**src/pkg/rwf_pkg.sv**
```systemverilog
// package: register map, fields and constants of the receive watermark flow-control engine
package rwf_pkg;
  localparam int unsigned APB_AW = 8;
  localparam logic [7:0] OFF_WATERMARK = 8'h00;
  localparam logic [7:0] OFF_CONTROL_TWO = 8'h04;
  localparam logic [7:0] OFF_PAUSE_OP = 8'h08;
  localparam logic [7:0] OFF_PAUSE_TIME = 8'h0C;
  localparam logic [7:0] OFF_MAC_CTRL_ONE = 8'h10;
  localparam logic [7:0] OFF_RX_STATUS = 8'h14;
  localparam logic [7:0] OFF_RX_RELEASE = 8'h18;
  localparam logic [7:0] OFF_RX_WRITE = 8'h1C;
  localparam int unsigned FULL_WM_HI = 15;
  localparam int unsigned FULL_WM_LO = 8;
  localparam int unsigned EMPTY_WM_HI = 7;
  localparam int unsigned EMPTY_WM_LO = 0;
  localparam logic [7:0] FULL_WM_RESET = 8'h10;
  localparam logic [7:0] EMPTY_WM_RESET = 8'h0F;
  localparam int unsigned AUTO_EN_BIT = 7;
  localparam logic [15:0] PAUSE_TIME_RESET = 16'h1000;
  localparam logic [15:0] MAC_CTRL_ONE_RESET = 16'h000D;
  localparam logic [15:0] MAC_CTRL_ONE_WMASK = 16'hCF1F;
  localparam logic [15:0] MAC_CTRL_ONE_ZMASK = 16'h3000;
  localparam int unsigned BLOCK_BYTES = 96;
  localparam int unsigned QUANTUM_BITS = 512;
  localparam int unsigned PAUSE_GAP_CYCLES = 64;
  typedef enum logic [1:0] {
    RWF_OP_IDLE = 2'b00,
    RWF_OP_SINGLE = 2'b01,
    RWF_OP_CONT = 2'b10,
    RWF_OP_END = 2'b11
  } rwf_op_t;
  typedef enum logic [1:0] {
    RWF_AUTO_IDLE = 2'b00,
    RWF_AUTO_ACTIVE = 2'b01
  } rwf_auto_t;
endpackage

```
**src/rwf_occupancy.sv**
```systemverilog
// receive buffer occupancy counter in bytes and whole 96-byte blocks
`timescale 1ns/100ps
`default_nettype none
module rwf_occupancy #(
  parameter int unsigned CNT_W = 16
) (
  input wire logic pclk,
  input wire logic presetn,
  input wire logic wr_valid,
  input wire logic [CNT_W-1:0] wr_bytes,
  input wire logic rel_valid,
  input wire logic [CNT_W-1:0] rel_bytes,
  output logic [CNT_W-1:0] bytes_reg,
  output logic [CNT_W-1:0] blocks
);
  import rwf_pkg::*;
  logic [CNT_W-1:0] add_v;
  logic [CNT_W-1:0] sub_v;
  logic [CNT_W:0] sum_v;
  initial begin
    if (CNT_W < 8 || CNT_W > 24) $error("rwf_occupancy: CNT_W out of range");
  end
  // written minus released, saturating at both ends
  always_comb begin
    add_v = wr_valid ? wr_bytes : '0;
    sub_v = rel_valid ? rel_bytes : '0;
    sum_v = {1'b0, bytes_reg} + {1'b0, add_v};
    if (sum_v[CNT_W]) begin
      sum_v = {1'b0, {CNT_W{1'b1}}};
    end
    if (sum_v < {1'b0, sub_v}) begin
      sum_v = '0;
    end else begin
      sum_v = sum_v - {1'b0, sub_v};
    end
  end
  always_ff @(posedge pclk or negedge presetn) begin
    if (!presetn) begin
      bytes_reg <= '0;
    end else begin
      bytes_reg <= sum_v[CNT_W-1:0];
    end
  end
  assign blocks = CNT_W'(bytes_reg / CNT_W'(BLOCK_BYTES));
endmodule
`default_nettype wire

```
**src/rwf_pause_tx.sv**
```systemverilog
// pause frame and jam request sequencer driven by the operation field
`timescale 1ns/100ps
`default_nettype none
module rwf_pause_tx #(
  parameter int unsigned GAP = 64
) (
  input wire logic pclk,
  input wire logic presetn,
  input wire logic full_duplex,
  input wire logic [1:0] op,
  input wire logic [15:0] pause_time,
  input wire logic frame_done,
  output logic frame_req_reg,
  output logic [15:0] frame_quanta_reg,
  output logic jam_reg,
  output logic op_clear
);
  import rwf_pkg::*;
  logic [15:0] gap_cnt_reg;
  logic busy_reg;
  logic [1:0] frame_op_reg;
  initial begin
    if (GAP < 1 || GAP > 65535) $error("rwf_pause_tx: GAP out of range");
  end
  // one-shot codes return to idle once their frame is sent
  assign op_clear = full_duplex && busy_reg && frame_done && (op == frame_op_reg) &&
    (op == RWF_OP_SINGLE || op == RWF_OP_END);
  always_ff @(posedge pclk or negedge presetn) begin
    if (!presetn) begin
      frame_req_reg <= 1'b0;
      frame_quanta_reg <= 16'h0000;
      frame_op_reg <= RWF_OP_IDLE;
      busy_reg <= 1'b0;
      gap_cnt_reg <= 16'h0000;
    end else if (busy_reg) begin
      // a started frame is always finished
      if (frame_done) begin
        frame_req_reg <= 1'b0;
        busy_reg <= 1'b0;
        gap_cnt_reg <= 16'(GAP);
      end
    end else if (!full_duplex || op == RWF_OP_IDLE) begin
      frame_req_reg <= 1'b0;
      gap_cnt_reg <= 16'h0000;
    end else if (gap_cnt_reg != 16'h0000) begin
      gap_cnt_reg <= gap_cnt_reg - 16'h0001;
    end else begin
      frame_req_reg <= 1'b1;
      busy_reg <= 1'b1;
      frame_op_reg <= op;
      frame_quanta_reg <= (op == RWF_OP_END) ? 16'h0000 : pause_time;
    end
  end
  always_ff @(posedge pclk or negedge presetn) begin
    if (!presetn) begin
      jam_reg <= 1'b0;
    end else begin
      jam_reg <= !full_duplex && (op != RWF_OP_IDLE);
    end
  end
endmodule
`default_nettype wire

```
**src/rwf_top.sv**
```systemverilog
// receive watermark flow-control engine with APB register slave
// Overview of operation
// - auto mode starts flow control at upper watermark
// - auto mode stops below lower watermark
// - watermarks: high byte full, low byte empty
// - full field bits 15:8, default 16
// - empty field bits 7:0, default 15
// - hardware owns operation field in auto mode
// - auto status reads 10 active, 00 idle
// - enable clear at reset: manual flow control
// - full duplex 10 repeats pause frames
// - half duplex nonzero jams, 00 disables
// - pause time unit is 512 bit times
//
// The implementer's own choices: the address map and the APB interface to the registers.
`timescale 1ns/100ps
`default_nettype none
module rwf_top #(
  parameter int unsigned CNT_W = 16,
  parameter int unsigned GAP = rwf_pkg::PAUSE_GAP_CYCLES
) (
  input wire logic pclk,
  input wire logic presetn,
  input wire logic psel,
  input wire logic penable,
  input wire logic pwrite,
  input wire logic [rwf_pkg::APB_AW-1:0] paddr,
  input wire logic [31:0] pwdata,
  input wire logic [3:0] pstrb,
  output logic [31:0] prdata,
  output logic pready,
  output logic pslverr,
  input wire logic full_duplex,
  input wire logic rx_wr_valid,
  input wire logic [CNT_W-1:0] rx_wr_bytes,
  input wire logic pause_frame_done,
  output logic pause_frame_req,
  output logic [15:0] pause_frame_quanta,
  output logic jam_req,
  output logic mac_loopback_enable,
  output logic pause_frame_receive_enable,
  output logic accept_every_frame
);
  import rwf_pkg::*;
  logic [15:0] watermark_register_reg;
  logic [15:0] pause_time_register_reg;
  logic [15:0] mac_control_one_reg;
  logic auto_pause_enable_reg;
  logic [1:0] pause_operation_field_reg;
  logic [1:0] pause_operation_field_next;
  rwf_auto_t auto_state_reg;
  rwf_auto_t auto_state_next;
  logic fd_meta_reg;
  logic fd_sync_reg;
  logic done_meta_reg;
  logic done_sync_reg;
  logic done_prev_reg;
  logic done_pulse;
  logic [CNT_W-1:0] occ_bytes;
  logic [CNT_W-1:0] occ_blocks;
  logic [7:0] full_watermark;
  logic [7:0] empty_watermark;
  logic wr_en;
  logic addr_ok;
  logic rel_valid;
  logic [CNT_W-1:0] rel_bytes;
  logic op_clear;
  logic frame_req_w;
  logic [15:0] frame_quanta_w;
  logic jam_w;
  logic [31:0] rdata_next;
  initial begin
    if (CNT_W < 16 || CNT_W > 24) $error("rwf_top: CNT_W out of range");
  end

  // full_duplex and pause_frame_done pins through two flip-flops
  always_ff @(posedge pclk or negedge presetn) begin
    if (!presetn) begin
      fd_meta_reg <= 1'b0;
      fd_sync_reg <= 1'b0;
      done_meta_reg <= 1'b0;
      done_sync_reg <= 1'b0;
      done_prev_reg <= 1'b0;
    end else begin
      fd_meta_reg <= full_duplex;
      fd_sync_reg <= fd_meta_reg;
      done_meta_reg <= pause_frame_done;
      done_sync_reg <= done_meta_reg;
      done_prev_reg <= done_sync_reg;
    end
  end
  assign done_pulse = done_sync_reg && !done_prev_reg;

  // apb decode, zero wait states
  assign wr_en = psel && penable && pwrite;
  always_comb begin
    case (paddr)
      OFF_WATERMARK, OFF_CONTROL_TWO, OFF_PAUSE_OP, OFF_PAUSE_TIME,
      OFF_MAC_CTRL_ONE, OFF_RX_STATUS, OFF_RX_RELEASE: addr_ok = 1'b1;
      default: addr_ok = 1'b0;
    endcase
  end
  assign rel_valid = wr_en && (paddr == OFF_RX_RELEASE) && pstrb[0];
  assign rel_bytes = pwdata[CNT_W-1:0];
  assign full_watermark = watermark_register_reg[FULL_WM_HI:FULL_WM_LO];
  assign empty_watermark = watermark_register_reg[EMPTY_WM_HI:EMPTY_WM_LO];

  // watermark register, byte-wise writes
  always_ff @(posedge pclk or negedge presetn) begin
    if (!presetn) begin
      watermark_register_reg <= {FULL_WM_RESET, EMPTY_WM_RESET};
    end else if (wr_en && paddr == OFF_WATERMARK) begin
      if (pstrb[0]) begin
        watermark_register_reg[7:0] <= pwdata[7:0];
      end
      if (pstrb[1]) begin
        watermark_register_reg[15:8] <= pwdata[15:8];
      end
    end
  end

  always_ff @(posedge pclk or negedge presetn) begin
    if (!presetn) begin
      pause_time_register_reg <= PAUSE_TIME_RESET;
    end else if (wr_en && paddr == OFF_PAUSE_TIME) begin
      if (pstrb[0]) begin
        pause_time_register_reg[7:0] <= pwdata[7:0];
      end
      if (pstrb[1]) begin
        pause_time_register_reg[15:8] <= pwdata[15:8];
      end
    end
  end

  // mac control one: writable bits only, unimplemented read zero
  always_ff @(posedge pclk or negedge presetn) begin
    if (!presetn) begin
      mac_control_one_reg <= MAC_CTRL_ONE_RESET;
    end else if (wr_en && paddr == OFF_MAC_CTRL_ONE) begin
      if (pstrb[0]) begin
        mac_control_one_reg[7:0] <= pwdata[7:0] & MAC_CTRL_ONE_WMASK[7:0];
      end
      if (pstrb[1]) begin
        mac_control_one_reg[15:8] <= pwdata[15:8] & MAC_CTRL_ONE_WMASK[15:8];
      end
    end
  end

  // second control register, enable bit clear after reset
  always_ff @(posedge pclk or negedge presetn) begin
    if (!presetn) begin
      auto_pause_enable_reg <= 1'b0;
    end else if (wr_en && paddr == OFF_CONTROL_TWO && pstrb[0]) begin
      auto_pause_enable_reg <= pwdata[AUTO_EN_BIT];
    end
  end

  // automatic engine with hysteresis
  always_comb begin
    auto_state_next = auto_state_reg;
    case (auto_state_reg)
      RWF_AUTO_IDLE: begin
        if (auto_pause_enable_reg && occ_blocks >= CNT_W'(full_watermark)) begin
          auto_state_next = RWF_AUTO_ACTIVE;
        end
      end
      RWF_AUTO_ACTIVE: begin
        if (!auto_pause_enable_reg) begin
          auto_state_next = RWF_AUTO_IDLE;
        end else if (occ_blocks < CNT_W'(empty_watermark)) begin
          auto_state_next = RWF_AUTO_IDLE;
        end
      end
      default: auto_state_next = RWF_AUTO_IDLE;
    endcase
  end
  always_ff @(posedge pclk or negedge presetn) begin
    if (!presetn) begin
      auto_state_reg <= RWF_AUTO_IDLE;
    end else begin
      auto_state_reg <= auto_state_next;
    end
  end

  // operation field: hardware-owned in auto, software-written in manual
  always_comb begin
    pause_operation_field_next = pause_operation_field_reg;
    if (auto_pause_enable_reg) begin
      pause_operation_field_next = (auto_state_next == RWF_AUTO_ACTIVE) ? RWF_OP_CONT : RWF_OP_IDLE;
    end else if (wr_en && paddr == OFF_PAUSE_OP && pstrb[0]) begin
      pause_operation_field_next = pwdata[1:0];
    end else if (op_clear) begin
      pause_operation_field_next = RWF_OP_IDLE;
    end
  end
  always_ff @(posedge pclk or negedge presetn) begin
    if (!presetn) begin
      pause_operation_field_reg <= RWF_OP_IDLE;
    end else begin
      pause_operation_field_reg <= pause_operation_field_next;
    end
  end

  rwf_occupancy #(
    .CNT_W(CNT_W)
  ) u_occ (
    .pclk(pclk),
    .presetn(presetn),
    .wr_valid(rx_wr_valid),
    .wr_bytes(rx_wr_bytes),
    .rel_valid(rel_valid),
    .rel_bytes(rel_bytes),
    .bytes_reg(occ_bytes),
    .blocks(occ_blocks)
  );

  rwf_pause_tx #(
    .GAP(GAP)
  ) u_ptx (
    .pclk(pclk),
    .presetn(presetn),
    .full_duplex(fd_sync_reg),
    .op(pause_operation_field_reg),
    .pause_time(pause_time_register_reg),
    .frame_done(done_pulse),
    .frame_req_reg(frame_req_w),
    .frame_quanta_reg(frame_quanta_w),
    .jam_reg(jam_w),
    .op_clear(op_clear)
  );

  // output flops
  always_ff @(posedge pclk or negedge presetn) begin
    if (!presetn) begin
      pause_frame_req <= 1'b0;
      pause_frame_quanta <= 16'h0000;
      jam_req <= 1'b0;
      mac_loopback_enable <= 1'b0;
      pause_frame_receive_enable <= 1'b1;
      accept_every_frame <= 1'b0;
    end else begin
      pause_frame_req <= frame_req_w;
      pause_frame_quanta <= frame_quanta_w;
      jam_req <= jam_w;
      mac_loopback_enable <= mac_control_one_reg[4];
      pause_frame_receive_enable <= mac_control_one_reg[2];
      accept_every_frame <= mac_control_one_reg[1];
    end
  end

  // read mux
  always_comb begin
    rdata_next = 32'h0000_0000;
    case (paddr)
      OFF_WATERMARK: rdata_next[15:0] = watermark_register_reg;
      OFF_CONTROL_TWO: rdata_next[AUTO_EN_BIT] = auto_pause_enable_reg;
      OFF_PAUSE_OP: rdata_next[1:0] = pause_operation_field_reg;
      OFF_PAUSE_TIME: rdata_next[15:0] = pause_time_register_reg;
      OFF_MAC_CTRL_ONE: rdata_next[15:0] = mac_control_one_reg & ~MAC_CTRL_ONE_ZMASK;
      OFF_RX_STATUS: rdata_next[CNT_W-1:0] = occ_bytes;
      default: rdata_next = 32'h0000_0000;
    endcase
  end
  always_ff @(posedge pclk or negedge presetn) begin
    if (!presetn) begin
      prdata <= 32'h0000_0000;
      pready <= 1'b0;
      pslverr <= 1'b0;
    end else begin
      pready <= psel && !penable;
      pslverr <= psel && !penable && !addr_ok;
      prdata <= (psel && !penable && !pwrite) ? rdata_next : 32'h0000_0000;
    end
  end
endmodule
`default_nettype wire

```
**config.mk**
```make
export PLATFORM = sky130hd
export DESIGN_NAME = rwf_top
export DESIGN_NICKNAME = d
export VERILOG_FILES = /design/src/pkg/rwf_pkg.sv /design/src/rwf_occupancy.sv /design/src/rwf_pause_tx.sv /design/src/rwf_top.sv
export SDC_FILE = /design/constraint.sdc
export NUM_CORES = 1
export LEC_CHECK = 0
export BUFFER_PORTS_ARGS = -buffer_cell sky130_fd_sc_hd__buf_4
export CAP_MARGIN = 20
export CORE_MARGIN = 2
export CORE_UTILIZATION = 55
export CTS_CLUSTER_SIZE = 20
export DETAILED_ROUTE_END_ITERATION = 7
export GPL_ROUTABILITY_DRIVEN = 0
export PLACE_DENSITY = 0.77
export REMOVE_ABC_BUFFERS = 1
export SLEW_MARGIN = 30
export SYNTH_ARGS = -nofsm -noshare
export SYNTH_HDL_FRONTEND = slang
export SYNTH_SLANG_ARGS = --single-unit
```
**constraint.sdc**
```tcl
create_clock -name pclk -period 10.53 [get_ports pclk]
set_clock_uncertainty 0.2 [all_clocks]
set_input_delay 1.053 -clock pclk [delete_from_list [all_inputs] [get_ports pclk]]
set_output_delay 1.053 -clock pclk [all_outputs]
set_load 0.02 [all_outputs]
```
* Word-level counts from Yosys, hierarchy flattened
Cells that the tools add are included.
Cells by class: $add $sub $neg 3, div/mod/pow operators 1, magnitude comparators 3, equal/unequal tests 13, multiplexer cells 31, bitwise operators 3, reduce and logical (&&, ||, !) cells 45
Operators by type and width (number):
- 2-to-1 mux 16 bit | 10
- case mux 8 bit (4 select lines) | 1
- == test 8 x 5 -> 1 bit, second input constant | 3
- logical AND 1 bit | 21
- case mux 5 bit (4 select lines) | 1
- adder 16 x 16 -> 17 bit | 1
- divider 16 x 7 -> 16 bit, second input constant | 1
- == test 8 x 4 -> 1 bit, second input constant | 2
- greater-or-equal comparator 16 x 8 -> 1 bit | 1
- < comparator 16 bit | 1
- < comparator 16 x 8 -> 1 bit | 1
- AND reduction 2 bit | 8
- nonzero test 16 bit | 1
- subtractor 16 x 1 -> 16 bit, second input constant | 1
- subtractor 16 bit | 1
- 2-to-1 mux 2 bit | 7
- case mux 2 bit (5 select lines) | 1
- 2-to-1 mux 1 bit | 9
- == test 8 x 3 -> 1 bit, second input constant | 1
- zero test 8 bit | 1
- OR reduction 7 bit | 1
- == test 2 x 1 -> 1 bit, second input constant | 3
- nonzero test 3 bit | 2
- zero test 1 bit | 5
- other kinds (11) | 15
Word-level totals: register bits after elaboration 145, bits of input ports 68, output and inout port bits 55, logic and storage cells 129

* Depth between registers and ports, before layout
Gate-level depths: netlist of the first run.
depth after elaboration 8, depth in mapped cells 28, mapped depth without buffers 26

* Modules after synthesis
Synthesis of the first run repeated with hierarchy kept, for this count alone.
Second synthesis, totals: cells, all modules 902, area, all modules 8633.3 um^2
By module, submodules not included:
- rwf_top | times used 1, cells each 321, area each 4055.1 um^2
- rwf_occupancy | times used 1, cells each 380, area each 2750.1 um^2
- rwf_pause_tx | times used 1, cells each 201, area each 1828.0 um^2

* Least setup slack after synthesis of the first run
Ideal clock, no wire load.
path type in2reg, start input rx_wr_valid, end register u_occ.bytes_reg[13], arrival 5909 ps, required time 10264 ps, slack 4355 ps, cell stages on the path 27, buffers on the path 3, cell sequence clkbuf_1 > nand2_1 > fa_1 > nor2b_1 > o21ai_0 > a21boi_1 > o21ai_0 > nand2b_1 > a21oi_1 > o311ai_1 > nand3_1 > a21boi_1 > clkbuf_1 > nor3_1 > ha_1 > fa_1 > nor2b_1 > o21ai_0 > a21oi_1 > o21a_1 > o21ai_0 > a21o_1 > a21oi_1 > o211ai_1 > a31oi_1 > clkbuf_1 > o31a_1
Between the ends: longest elaborated chain between the ends 5, elaborated cells between the ends (all ways) 6, those cells by class add/sub: 2; order compare: 1; mux: 3
Ends and longest elaborated chain:
- from (decl) | line rwf_top.sv:34 | input wire logic rx_wr_valid,
- 2-to-1 mux 16 bit (*) | line rwf_occupancy.sv:25 | add_v = wr_valid ? wr_bytes : '0;
- adder 16 x 16 -> 17 bit (*) | line rwf_occupancy.sv:27 | sum_v = {1'b0, bytes_reg} + {1'b0, add_v};
- 2-to-1 mux 16 bit (*) | line rwf_occupancy.sv:28 | if (sum_v[CNT_W]) begin
- subtractor 16 bit or < comparator 16 bit (tied branches) | line rwf_occupancy.sv:34, rwf_occupancy.sv:31
- 2-to-1 mux 16 bit (*) | line rwf_occupancy.sv:31 | if (sum_v < {1'b0, sub_v}) begin
- named net u_occ.sum_v[13] | line rwf_occupancy.sv:19 | logic [CNT_W:0] sum_v;
- to (signal assigned) | line rwf_occupancy.sv:41 | bytes_reg <= sum_v[CNT_W-1:0];
- to (decl) | line rwf_occupancy.sv:13 | output logic [CNT_W-1:0] bytes_reg,
The timed path passes the listed nets; every way through them passes the cells marked *. A chain may end at the register's enable or synchronous reset.

* Worst setup path after layout of the first run
start input rx_wr_valid, end register u_occ.bytes_reg[6]
The elaborated chain is that of the path after synthesis.

==> run_results.csv, run 1 <==
group,metric,value,unit
placement,io_buffers,88,
die,initial_core_util,55.9,%
die,core,15800,µm²
hold_path,min_path_type,"reg -> reg",
critical_path,worstPathArrival,6.96,ns
detailed_routing,vias_per_cell,5.99,
synth,synth_most_common_cell,"dfrtp_1",
synth,ys_seq_area_share,41.2,%
placement,dpl.hpwl,16100,µm
critical_path,critical_path_buf_inv_count,4,
final_layout,layout-drive-gt1-share,19.0,%
critical_path,cp-start-kind,"input port",
hold_path,min_from,"fd_meta_reg$_DFF_PN0_",
timing,fmax,147,MHz
placement,pre_cts_slack,3.35,ns
synth,synth_area_per_cell,9.15,µm²
pwr,combPwrFrac,49.5,%
critical_path,crit_top_cell,"o21ai_0",
die,dieHeight,131,µm
detailed_routing,drt_first_pass_iters,7,
cts,ctsResizeCount,0,
cts,clock_latency,0.43,ns
synth,yosysTopAreaCell,"dfrtp_1",
die,die_area,17100,µm²
pwr,p_seq_share,28.3,%
critical_path,crit_path_max_incr_delay,0.52,ns
final_layout,n_antenna_cell,0,
final_layout,utilization,64.9,%
critical_path,required,10.69,ns
timing,worstMarginPinSlew,0.899,ns
timing,rsz0062_at_grt,"no",
pwr,p_sw,1.20,mW
grt,grt_util_all_layers,27.3,%
cts,hold_buffers,0,
synth,synthArstFlopShare,100,%
detailed_routing,vias,7613,
synth,synth_common_cells,"135 x dfrtp_1, 124 x nand2_1, 75 x nor2_1",
detailed_routing,first_iter_violations,671,
detailed_routing,wl_per_cell,17.8,µm
synth,ys.flop_type,"dfrtp_1",
cts,cts_max_path_buffers,2,
die,io_pins,123,
timing,hold_viol,0,
final_layout,area_growth,16.1,%
grt,grt_pass1_wl,36000,µm
pwr,ir_drop,0.220,mV
cts,cts_tree,"done",
final_layout,fillCellCount,1274,
synth,ys_ff_latch,145,
cts,clk_pin_slew,0.06,ns
detailed_routing,route.detailed.drc,0,
critical_path,r2r-end,"u_occ.bytes_reg[6]$_DFF_PN0_",
synth,synthCells,967,
synth,syn_area,8850,µm²
timing,fin_crit,6.79,ns
cts,clockRootBuffer,"clkbuf_16",
pwr,sw_frac_of_total,43.1,%
synth,synth-edff-count,0,
timing,post-route-period-util,64.5,%
run_status,status,"completed",
synth,ys_top_cells_by_area,"dfrtp_1 38%, ha_1 6.8%, nand2_1 5.3%",
grt,gr-total-overflow,0,
timing,layout_setup_ws,3.74,ns
timing,maxSlewViolCount,0,
hold_path,min_to,"fd_sync_reg$_DFF_PN0_",
timing,setup_violations,0,
synth,yosys_warnings,0,
grt,antenna_found_initial,0,
detailed_routing,finalWirelength,22600,µm
pwr,p_per_area,270,nW/µm²
critical_path,cp_top_family,"compound AO/OA/AOI/OAI gates",
timing,tns,0,ns
critical_path,r2r_setup_slack,4.25,ns
die,die_x,131,µm
grt,grt_pass1_vias,7140,
critical_path,cp_slowest_cell,"o311ai_1",
critical_path,reg2reg_depth,27,
pwr,p_leak,5.06,nW
hold_path,hold-path-cell-count,0,
grt,grt_max_degree,68,
synth,synthDistinctLibCells,88,
synth,netlist.area_leader.share,38.2,%
critical_path,reg2reg_from,"u_occ.bytes_reg[0]$_DFF_PN0_",
critical_path,crit_type,"in -> reg",
detailed_routing,ant_nets,0,
cts,cts_sinks,145,
cts,post_cts_buffers,0,
pwr,cell_internal_pwr,1.58,mW
die,floorplan.rows,46,
timing,slew_headroom,39.5,%
cts,cts_buffers,17,
pwr,power_frac_clock,22.2,%
pwr,power,2.78,mW
final_layout,layout.nets,1160,
flow_run,cap_violations,0,
cts,htreeDepth,4,
critical_path,endpoint_kind,"flip-flop",
critical_path,critPathMaxFanout,16,
==> metrics by stage <==
stage	hold slack [ns]	cells	instance area, µm²
CTS	0.155	1271	10300
global route	0.157	1271	10300
global placement	0.133	1238	9630
finish	0.152	1271	10300
floorplan	0.131	923	8590
detailed placement	0.140	1239	9670
==> cell families (layout without fill, tap and decap cells) <==
group | Yosys count | in the layout | synth area share [%]
other | 1 | 17 | 0.0424
adders and majority gates | 51 | 51 | 7.36
DFF | 145 | 145 | 41.2
xor gates and xnor gates | 25 | 25 | 2.48
and+or+nand+nor | 363 | 363 | 20.0
muxes | 34 | 34 | 4.27
AOI/OAI and AO/OA | 240 | 240 | 19.2
buffers and inverters | 108 | 180 | 5.56
==> metal layers <==
metal / global-route usage, % / up-vias / wire, µm / share of wire (%)
li1: - / 3600 / - / -
met5: 0 / - / 0 / 0
met3: 3.71 / 44 / 1550 / 6.9
met4: 11.2 / 0 / 589 / 2.6
met2: 45.1 / 294 / 10800 / 48
met1: 36.4 / 3675 / 9670 / 43
==> placed cells by master (no fill, tap or decap), types with 11 or more instances in the layout <==
master / Yosys / routed
dfrtp_1: 135 / 135
buf_4: 19 / 98
a22o_1: 14 / 14
mux2_2: 30 / 30
inv_1: 46 / 46
ha_1: 48 / 48
o31ai_1: 11 / 11
nor2_1: 75 / 75
clkbuf_16: 0 / 17
xor2_1: 13 / 13
conb_1: 1 / 17
xnor2_1: 12 / 12
or3_1: 17 / 17
a21o_1: 22 / 22
a21oi_1: 39 / 39
nand3_1: 30 / 30
and2_1: 30 / 30
o21ai_0: 58 / 58
nand2_1: 124 / 124
nor3_1: 23 / 23
a31oi_1: 13 / 13
==> cell type report <==
class / count / area [µm²] / area share (%)
Clock buffer: 20 / 457 / 4.45
Clock inverter: 12 / 149 / 1.45
Inverter: 48 / 180 / 1.75
Multi-Input combinational cell: 730 / 4800 / 46.7
Sequential cell: 145 / 3640 / 35.4
Tap cell: 216 / 270 / 2.63
Timing Repair Buffer: 100 / 774 / 7.54
==> worst max path at each step <==
stage / endpoint / cells past startpoint / slack, ns / startpoint
after global routing: u_occ.bytes_reg[6]$_DFF_PN0_ / 29 / 3.18 / rx_wr_valid
after global placement: u_occ.bytes_reg[4]$_DFF_PN0_ / 29 / 3.56 / rx_wr_valid
after detailed placement: u_occ.bytes_reg[4]$_DFF_PN0_ / 29 / 3.35 / rx_wr_valid
final: u_occ.bytes_reg[6]$_DFF_PN0_ / 29 / 3.74 / rx_wr_valid
after CTS: u_occ.bytes_reg[4]$_DFF_PN0_ / 29 / 3.74 / rx_wr_valid
after floorplan: u_occ.bytes_reg[4]$_DFF_PN0_ / 26 / 4.32 / rx_wr_bytes[0]
==> power by group through the flow <==
| stage | clock network, mW | registers (mW) | logic, mW |
|---|---|---|---|
| floorplan | 0 | 0.740 | 1.05 |
| global placement | 0 | 0.785 | 1.31 |
| detailed placement | 0 | 0.788 | 1.35 |
| CTS | 0.618 | 0.778 | 1.36 |
| global route | 0.643 | 0.797 | 1.56 |
| finish | 0.616 | 0.785 | 1.37 |
No activity file was read; power rests on OpenSTA's default activity.
==> run 2: changes to the inputs <==
- clock period: 10.53 -> 6.45 ns (I/O delays scaled with it)
==> run 2 against run 1 <==
Compared with the run above:
- non-clock buffer count grew 1
- final cell count is essentially flat
- critical path type unchanged
- routed wire length is essentially flat
- worst hold slack lost 0.12 ns
- die area is the same
- first-iteration DRC count grew 13%
- total power grew 62%
- core utilization is essentially flat
- sequential power grew 63%
- count of clock-buffer cells in the layout grew 3
- cell area is essentially flat
- via count grew 0.22%
- largest cell class unchanged
- largest power group unchanged
==> run_results.csv, run 2 (same netlist as run 1, synthesis figures left out) <==
group,metric,value,unit
detailed_routing,finalWirelength,22600,µm
pwr,p_per_area,438,nW/µm²
final_layout,area_growth,16.1,%
grt,grt_pass1_wl,35500,µm
cts,post_cts_buffers,0,
pwr,power,4.50,mW
timing,post-route-period-util,90.0,%
final_layout,layout-drive-gt1-share,18.9,%
detailed_routing,wl_per_cell,17.8,µm
final_layout,final_cell_mix,"135 x dfrtp_1, 124 x nand2_1, 99 x buf_4, 75 x nor2_1, 58 x o21ai_0",
detailed_routing,first_iter_violations,755,
grt,grt_util_all_layers,26.9,%
pwr,ir_drop,0.391,mV
final_layout,layout.nets,1161,
critical_path,required,6.59,ns
timing,fin_crit,5.81,ns
critical_path,cp-start-kind,"input port",
placement,dpl.hpwl,15800,µm
cts,clockRootBuffer,"clkbuf_16",
cts,cts_sinks,145,
critical_path,critPathMaxFanout,16,
timing,hold_viol,0,
final_layout,utilization,64.9,%
critical_path,r2r_setup_slack,0.74,ns
final_layout,final_design_area_no_fill,10300,µm²
timing,maxSlewViolCount,0,
cts,hold_buffers,0,
cts,ctsResizeCount,0,
critical_path,reg2reg_from,"u_occ.bytes_reg[0]$_DFF_PN0_",
detailed_routing,ant_nets,0,
grt,grt_max_degree,78,
timing,setup_violations,0,
timing,worstMarginPinSlew,0.877,ns
placement,post_dp_cell_area,9650,µm²
critical_path,cp_slowest_cell,"fa_1",
cts,cts_buffers,17,
final_layout,n_antenna_cell,0,
timing,holdWs,0.0303,ns
placement,pre_cts_slack,0.296,ns
die,die_x,131,µm
critical_path,crit_path_max_incr_delay,0.41,ns
detailed_routing,vias,7630,
cts,clock_latency,0.42,ns
die,core,15800,µm²
detailed_routing,vias_per_cell,6.01,
timing,layout_setup_ws,0.644,ns
final_layout,fillCellCount,1308,
detailed_routing,route.detailed.drc,0,
die,initial_core_util,55.9,%
placement,dp_cells,1239,
die,io_pins,123,
flow_run,cap_violations,0,
detailed_routing,drt_first_pass_iters,5,
grt,gr-total-overflow,0,
timing,rsz0062_at_grt,"no",
timing,slew_headroom,41.5,%
cts,cts_max_path_buffers,2,
critical_path,r2r-end,"u_occ.bytes_reg[15]$_DFF_PN0_",
final_layout,final_cell_count_no_fill,1270,
run_status,status,"completed",
critical_path,crit_top_cell,"o21ai_0",
timing,tns,0,ns
grt,grt_pass1_vias,7005,
cts,clk_pin_slew,0.06,ns
timing,fmax,172,MHz
die,floorplan.rows,46,
die,dieHeight,131,µm
grt,antenna_found_initial,0,
critical_path,reg2reg_depth,27,
die,die_area,17100,µm²
final_layout,final_common_cell,"dfrtp_1",
cts,cts_tree,"done",
critical_path,crit_type,"in -> reg",
pwr,p_leak,5.06,nW
cts,htreeDepth,4,
placement,io_buffers,88,
critical_path,worstPathArrival,5.94,ns
critical_path,endpoint_kind,"flip-flop",
hold_path,min_path_type,"in -> async",
-- run 2: changes by cell type in the layout (fill, tap and decap cells not counted), sizes merged --
cell,delta
inv,-4
clkbuf,+3
clkinv,-2
buf,+1
clkinvlp,+1
-- run 2: cell type report --
cell class                      instances  area, µm²  area share (%)
Multi-Input combinational cell        730       4800            46.7
Sequential cell                       145       3640            35.5
Timing Repair Buffer                  101        782            7.61
Clock buffer                           23        498            4.85
Tap cell                              216        270            2.63
Inverter                               48        180            1.75
Clock inverter                          7       98.8           0.962
-- run 2: worst max-delay path by stage --
| stage | start | endpoint | slack, ns |
|---|---|---|---|
| final | rx_wr_valid | u_occ.bytes_reg[15]$_DFF_PN0_ | 0.64 |
| after CTS | rx_wr_valid | u_occ.bytes_reg[15]$_DFF_PN0_ | 0.71 |
| after global placement | rx_wr_valid | u_occ.bytes_reg[15]$_DFF_PN0_ | 0.44 |
| after detailed placement | rx_wr_valid | u_occ.bytes_reg[15]$_DFF_PN0_ | 0.30 |
| after floorplan | rx_wr_bytes[0] | u_occ.bytes_reg[4]$_DFF_PN0_ | 0.65 |
| after global routing | rx_wr_valid | u_occ.bytes_reg[15]$_DFF_PN0_ | 0.16 |
-- run 2: worst max-delay path, delay by kind of cell --
kind                       cells  cell delay [ns]
AOI/OAI and AO/OA             15             2.66
adders and majority gates      4             1.22
buffers and inverters          4             0.66
and+or+nand+nor                6             0.78
-- run 2: per-layer routing --
layer	track usage (%)	routed length [µm]
met4	9.14	450
met2	43.8	10700
met3	4.76	1760
met5	0	0
met1	36.5	9690
-- run 2: where the power goes --
| part | total, mW | leakage (nW) | internal (mW) | switching [mW] |
|---|---|---|---|---|
| Clock | 0.989 | 0.280 | 0.618 | 0.372 |
| Combinational | 2.22 | 2.90 | 0.954 | 1.27 |
| Sequential | 1.28 | 1.88 | 1.03 | 0.253 |
==> run 3: changes to the inputs <==
- GPL_TIMING_DRIVEN: default -> 0
==> run 3 against run 2 <==
Compared with the run above:
- final cell count rose by 0.24%
- worst setup slack got worse by 0.12 ns
- the flow now finishes with violations (negative hold slack)
- critical path depth fell by 1
- critical path type unchanged
- count of clock-buffer cells in the layout fell by 6
- combinational power rose by 4%
- highest routed layer unchanged
- via count barely moved
- routed wire length rose by 1.0%
- largest cell class unchanged
==> run_results.csv, run 3 (same netlist as run 1, synthesis figures left out) <==
group,metric,value,unit
die,initial_core_util,55.9,%
placement,dp_cells,1235,
final_layout,layout-drive-gt1-share,20.0,%
die,dieHeight,131,µm
pwr,p_per_area,442,nW/µm²
run_status,status,"complete, but fails checks",
timing,holdWs,-0.0208,ns
critical_path,required,6.60,ns
die,io_pins,123,
final_layout,layout.nets,1162,
critical_path,critPathMaxFanout,16,
critical_path,endpoint_kind,"flip-flop",
cts,cts_tree,"done",
cts,hold_buffers,0,
detailed_routing,route.detailed.drc,0,
cts,cts_buffers,17,
placement,dpl.hpwl,16000,µm
timing,fin_crit,5.93,ns
critical_path,reg2reg_depth,26,
grt,grt_max_degree,80,
detailed_routing,vias,7631,
grt,grt_util_all_layers,26.9,%
die,core,15800,µm²
cts,clockRootBuffer,"clkbuf_16",
critical_path,cp-start-kind,"input port",
flow_run,cap_violations,0,
final_layout,n_antenna_cell,0,
placement,io_buffers,88,
final_layout,fillCellCount,1235,
cts,clock_latency,0.43,ns
critical_path,r2r_setup_slack,0.60,ns
detailed_routing,ant_nets,0,
final_layout,final_common_cell,"dfrtp_1",
die,die_x,131,µm
detailed_routing,vias_per_cell,5.99,
timing,slew_headroom,27.0,%
grt,gr-total-overflow,0,
detailed_routing,first_iter_violations,769,
pwr,power,4.58,mW
timing,fmax,169,MHz
timing,maxSlewViolCount,0,
cts,cts_max_path_buffers,2,
grt,antenna_found_initial,0,
detailed_routing,finalWirelength,22800,µm
grt,grt_pass1_vias,7161,
final_layout,final_cell_mix,"135 x dfrtp_1, 124 x nand2_1, 92 x buf_4, 75 x nor2_1, 58 x o21ai_0",
run_status,violations,"negative hold slack",
critical_path,critPathLaunch,"rx_wr_valid",
cts,cts_sinks,145,
timing,setup_violations,0,
grt,grt_pass1_wl,35500,µm
die,floorplan.rows,46,
critical_path,reg2reg_from,"u_occ.bytes_reg[0]$_DFF_PN0_",
pwr,p_leak,5.09,nW
final_layout,final_cell_count_no_fill,1273,
critical_path,r2r-end,"u_occ.bytes_reg[15]$_DFF_PN0_",
hold_path,min_path_type,"in -> async",
timing,layout_setup_ws,0.524,ns
timing,worstMarginPinSlew,1.09,ns
critical_path,crit_type,"in -> reg",
placement,pre_cts_slack,-0.682,ns
critical_path,worstPathArrival,6.08,ns
timing,hold_viol,27,
timing,post-route-period-util,91.9,%
final_layout,area_growth,17.2,%
cts,htreeDepth,4,
detailed_routing,wl_per_cell,17.9,µm
detailed_routing,drt_first_pass_iters,7,
pwr,ir_drop,0.431,mV
timing,tns,0,ns
die,die_area,17100,µm²
cts,clk_pin_slew,0.07,ns
-- run 3: changes by cell type in the layout (fill, tap and decap cells not counted), moves of 2 or more --
cell	previous run	this run
clkbuf_8	5	0
clkinvlp_4	4	2
buf_4	99	92
inv_6	1	7
buf_2	0	4
inv_8	0	2
clkinv_2	0	2
-- run 3: worst max path at each step --
stage                                          to  slack, ns  depth (start not counted)
finish              u_occ.bytes_reg[15]$_DFF_PN0_       0.52                         28
global route        u_occ.bytes_reg[15]$_DFF_PN0_      -0.05                         28
CTS                  u_occ.bytes_reg[4]$_DFF_PN0_       0.02                         27
detailed placement   u_occ.bytes_reg[4]$_DFF_PN0_      -0.68                         27
global placement     u_occ.bytes_reg[4]$_DFF_PN0_      -0.94                         27
floorplan            u_occ.bytes_reg[4]$_DFF_PN0_       0.65                         26
-- run 3: area by class of cell --
class,instances,area [µm²],area share [%]
clock inverters,15,169,1.63
repair buffers,101,796,7.67
inverters,48,180,1.74
multi-input cells,731,4890,47.1
flip-flops and latches,145,3640,35.1
clock buffers,17,425,4.10
well taps,216,270,2.61
-- run 3: worst max-delay path: stages --
cell and delay, ns:
buf_4 0.17, and2_1 0.14, ha_1 0.19, inv_1 0.07
fa_1 0.40, nor2b_1 0.12, o21ai_0 0.11, a21boi_1 0.20
o21ai_0 0.10, nand2b_1 0.16, a21oi_1 0.16, o311ai_2 0.47
nand3_2 0.23, a21boi_4 0.29, nor3_1 0.08, ha_1 0.25
fa_1 0.40, nor2b_1 0.12, o21ai_0 0.11, a21oi_1 0.20
o21a_1 0.14, o21ai_0 0.13, a21o_1 0.23, a21oi_1 0.20
o211ai_1 0.19, a31oi_4 0.23, buf_12 0.16, a21boi_0 0.16
-- run 3: per-stage QoR --
step | area [µm²] | utilization (%) | hold slack, ns
2_1_floorplan | 8590 | - | 0.131
3_3_place_gp | 9530 | 60.2 | 0.133
3_5_place_dp | 9680 | 61.2 | 0.143
4_1_cts | 10300 | 64.9 | 0.000647
5_1_grt | 10400 | 65.5 | 0.0257
6_report | 10400 | 65.5 | -0.0208
-- run 3: routing by layer --
layer | part of all wire (%) | global-route usage, %
met5 | 0 | 0
met4 | 2.7 | 10.6
met3 | 6.6 | 5.25
met2 | 49 | 43.9
met1 | 42 | 35.4
-- run 3: power by group --
group | internal (mW) | switching (mW) | leakage (nW)
clock network | 0.581 | 0.418 | 0.290
logic | 0.986 | 1.32 | 2.92
registers | 1.03 | 0.249 | 1.88
total | 2.60 | 1.98 | 5.09
-- run 3: timing repair --
item	4_1_cts	5_1_grt
buffers inserted	0	5
endpoints found under the setup margin	15	16
resized for setup	1	4
pin swaps	0	2
cloned	0	1
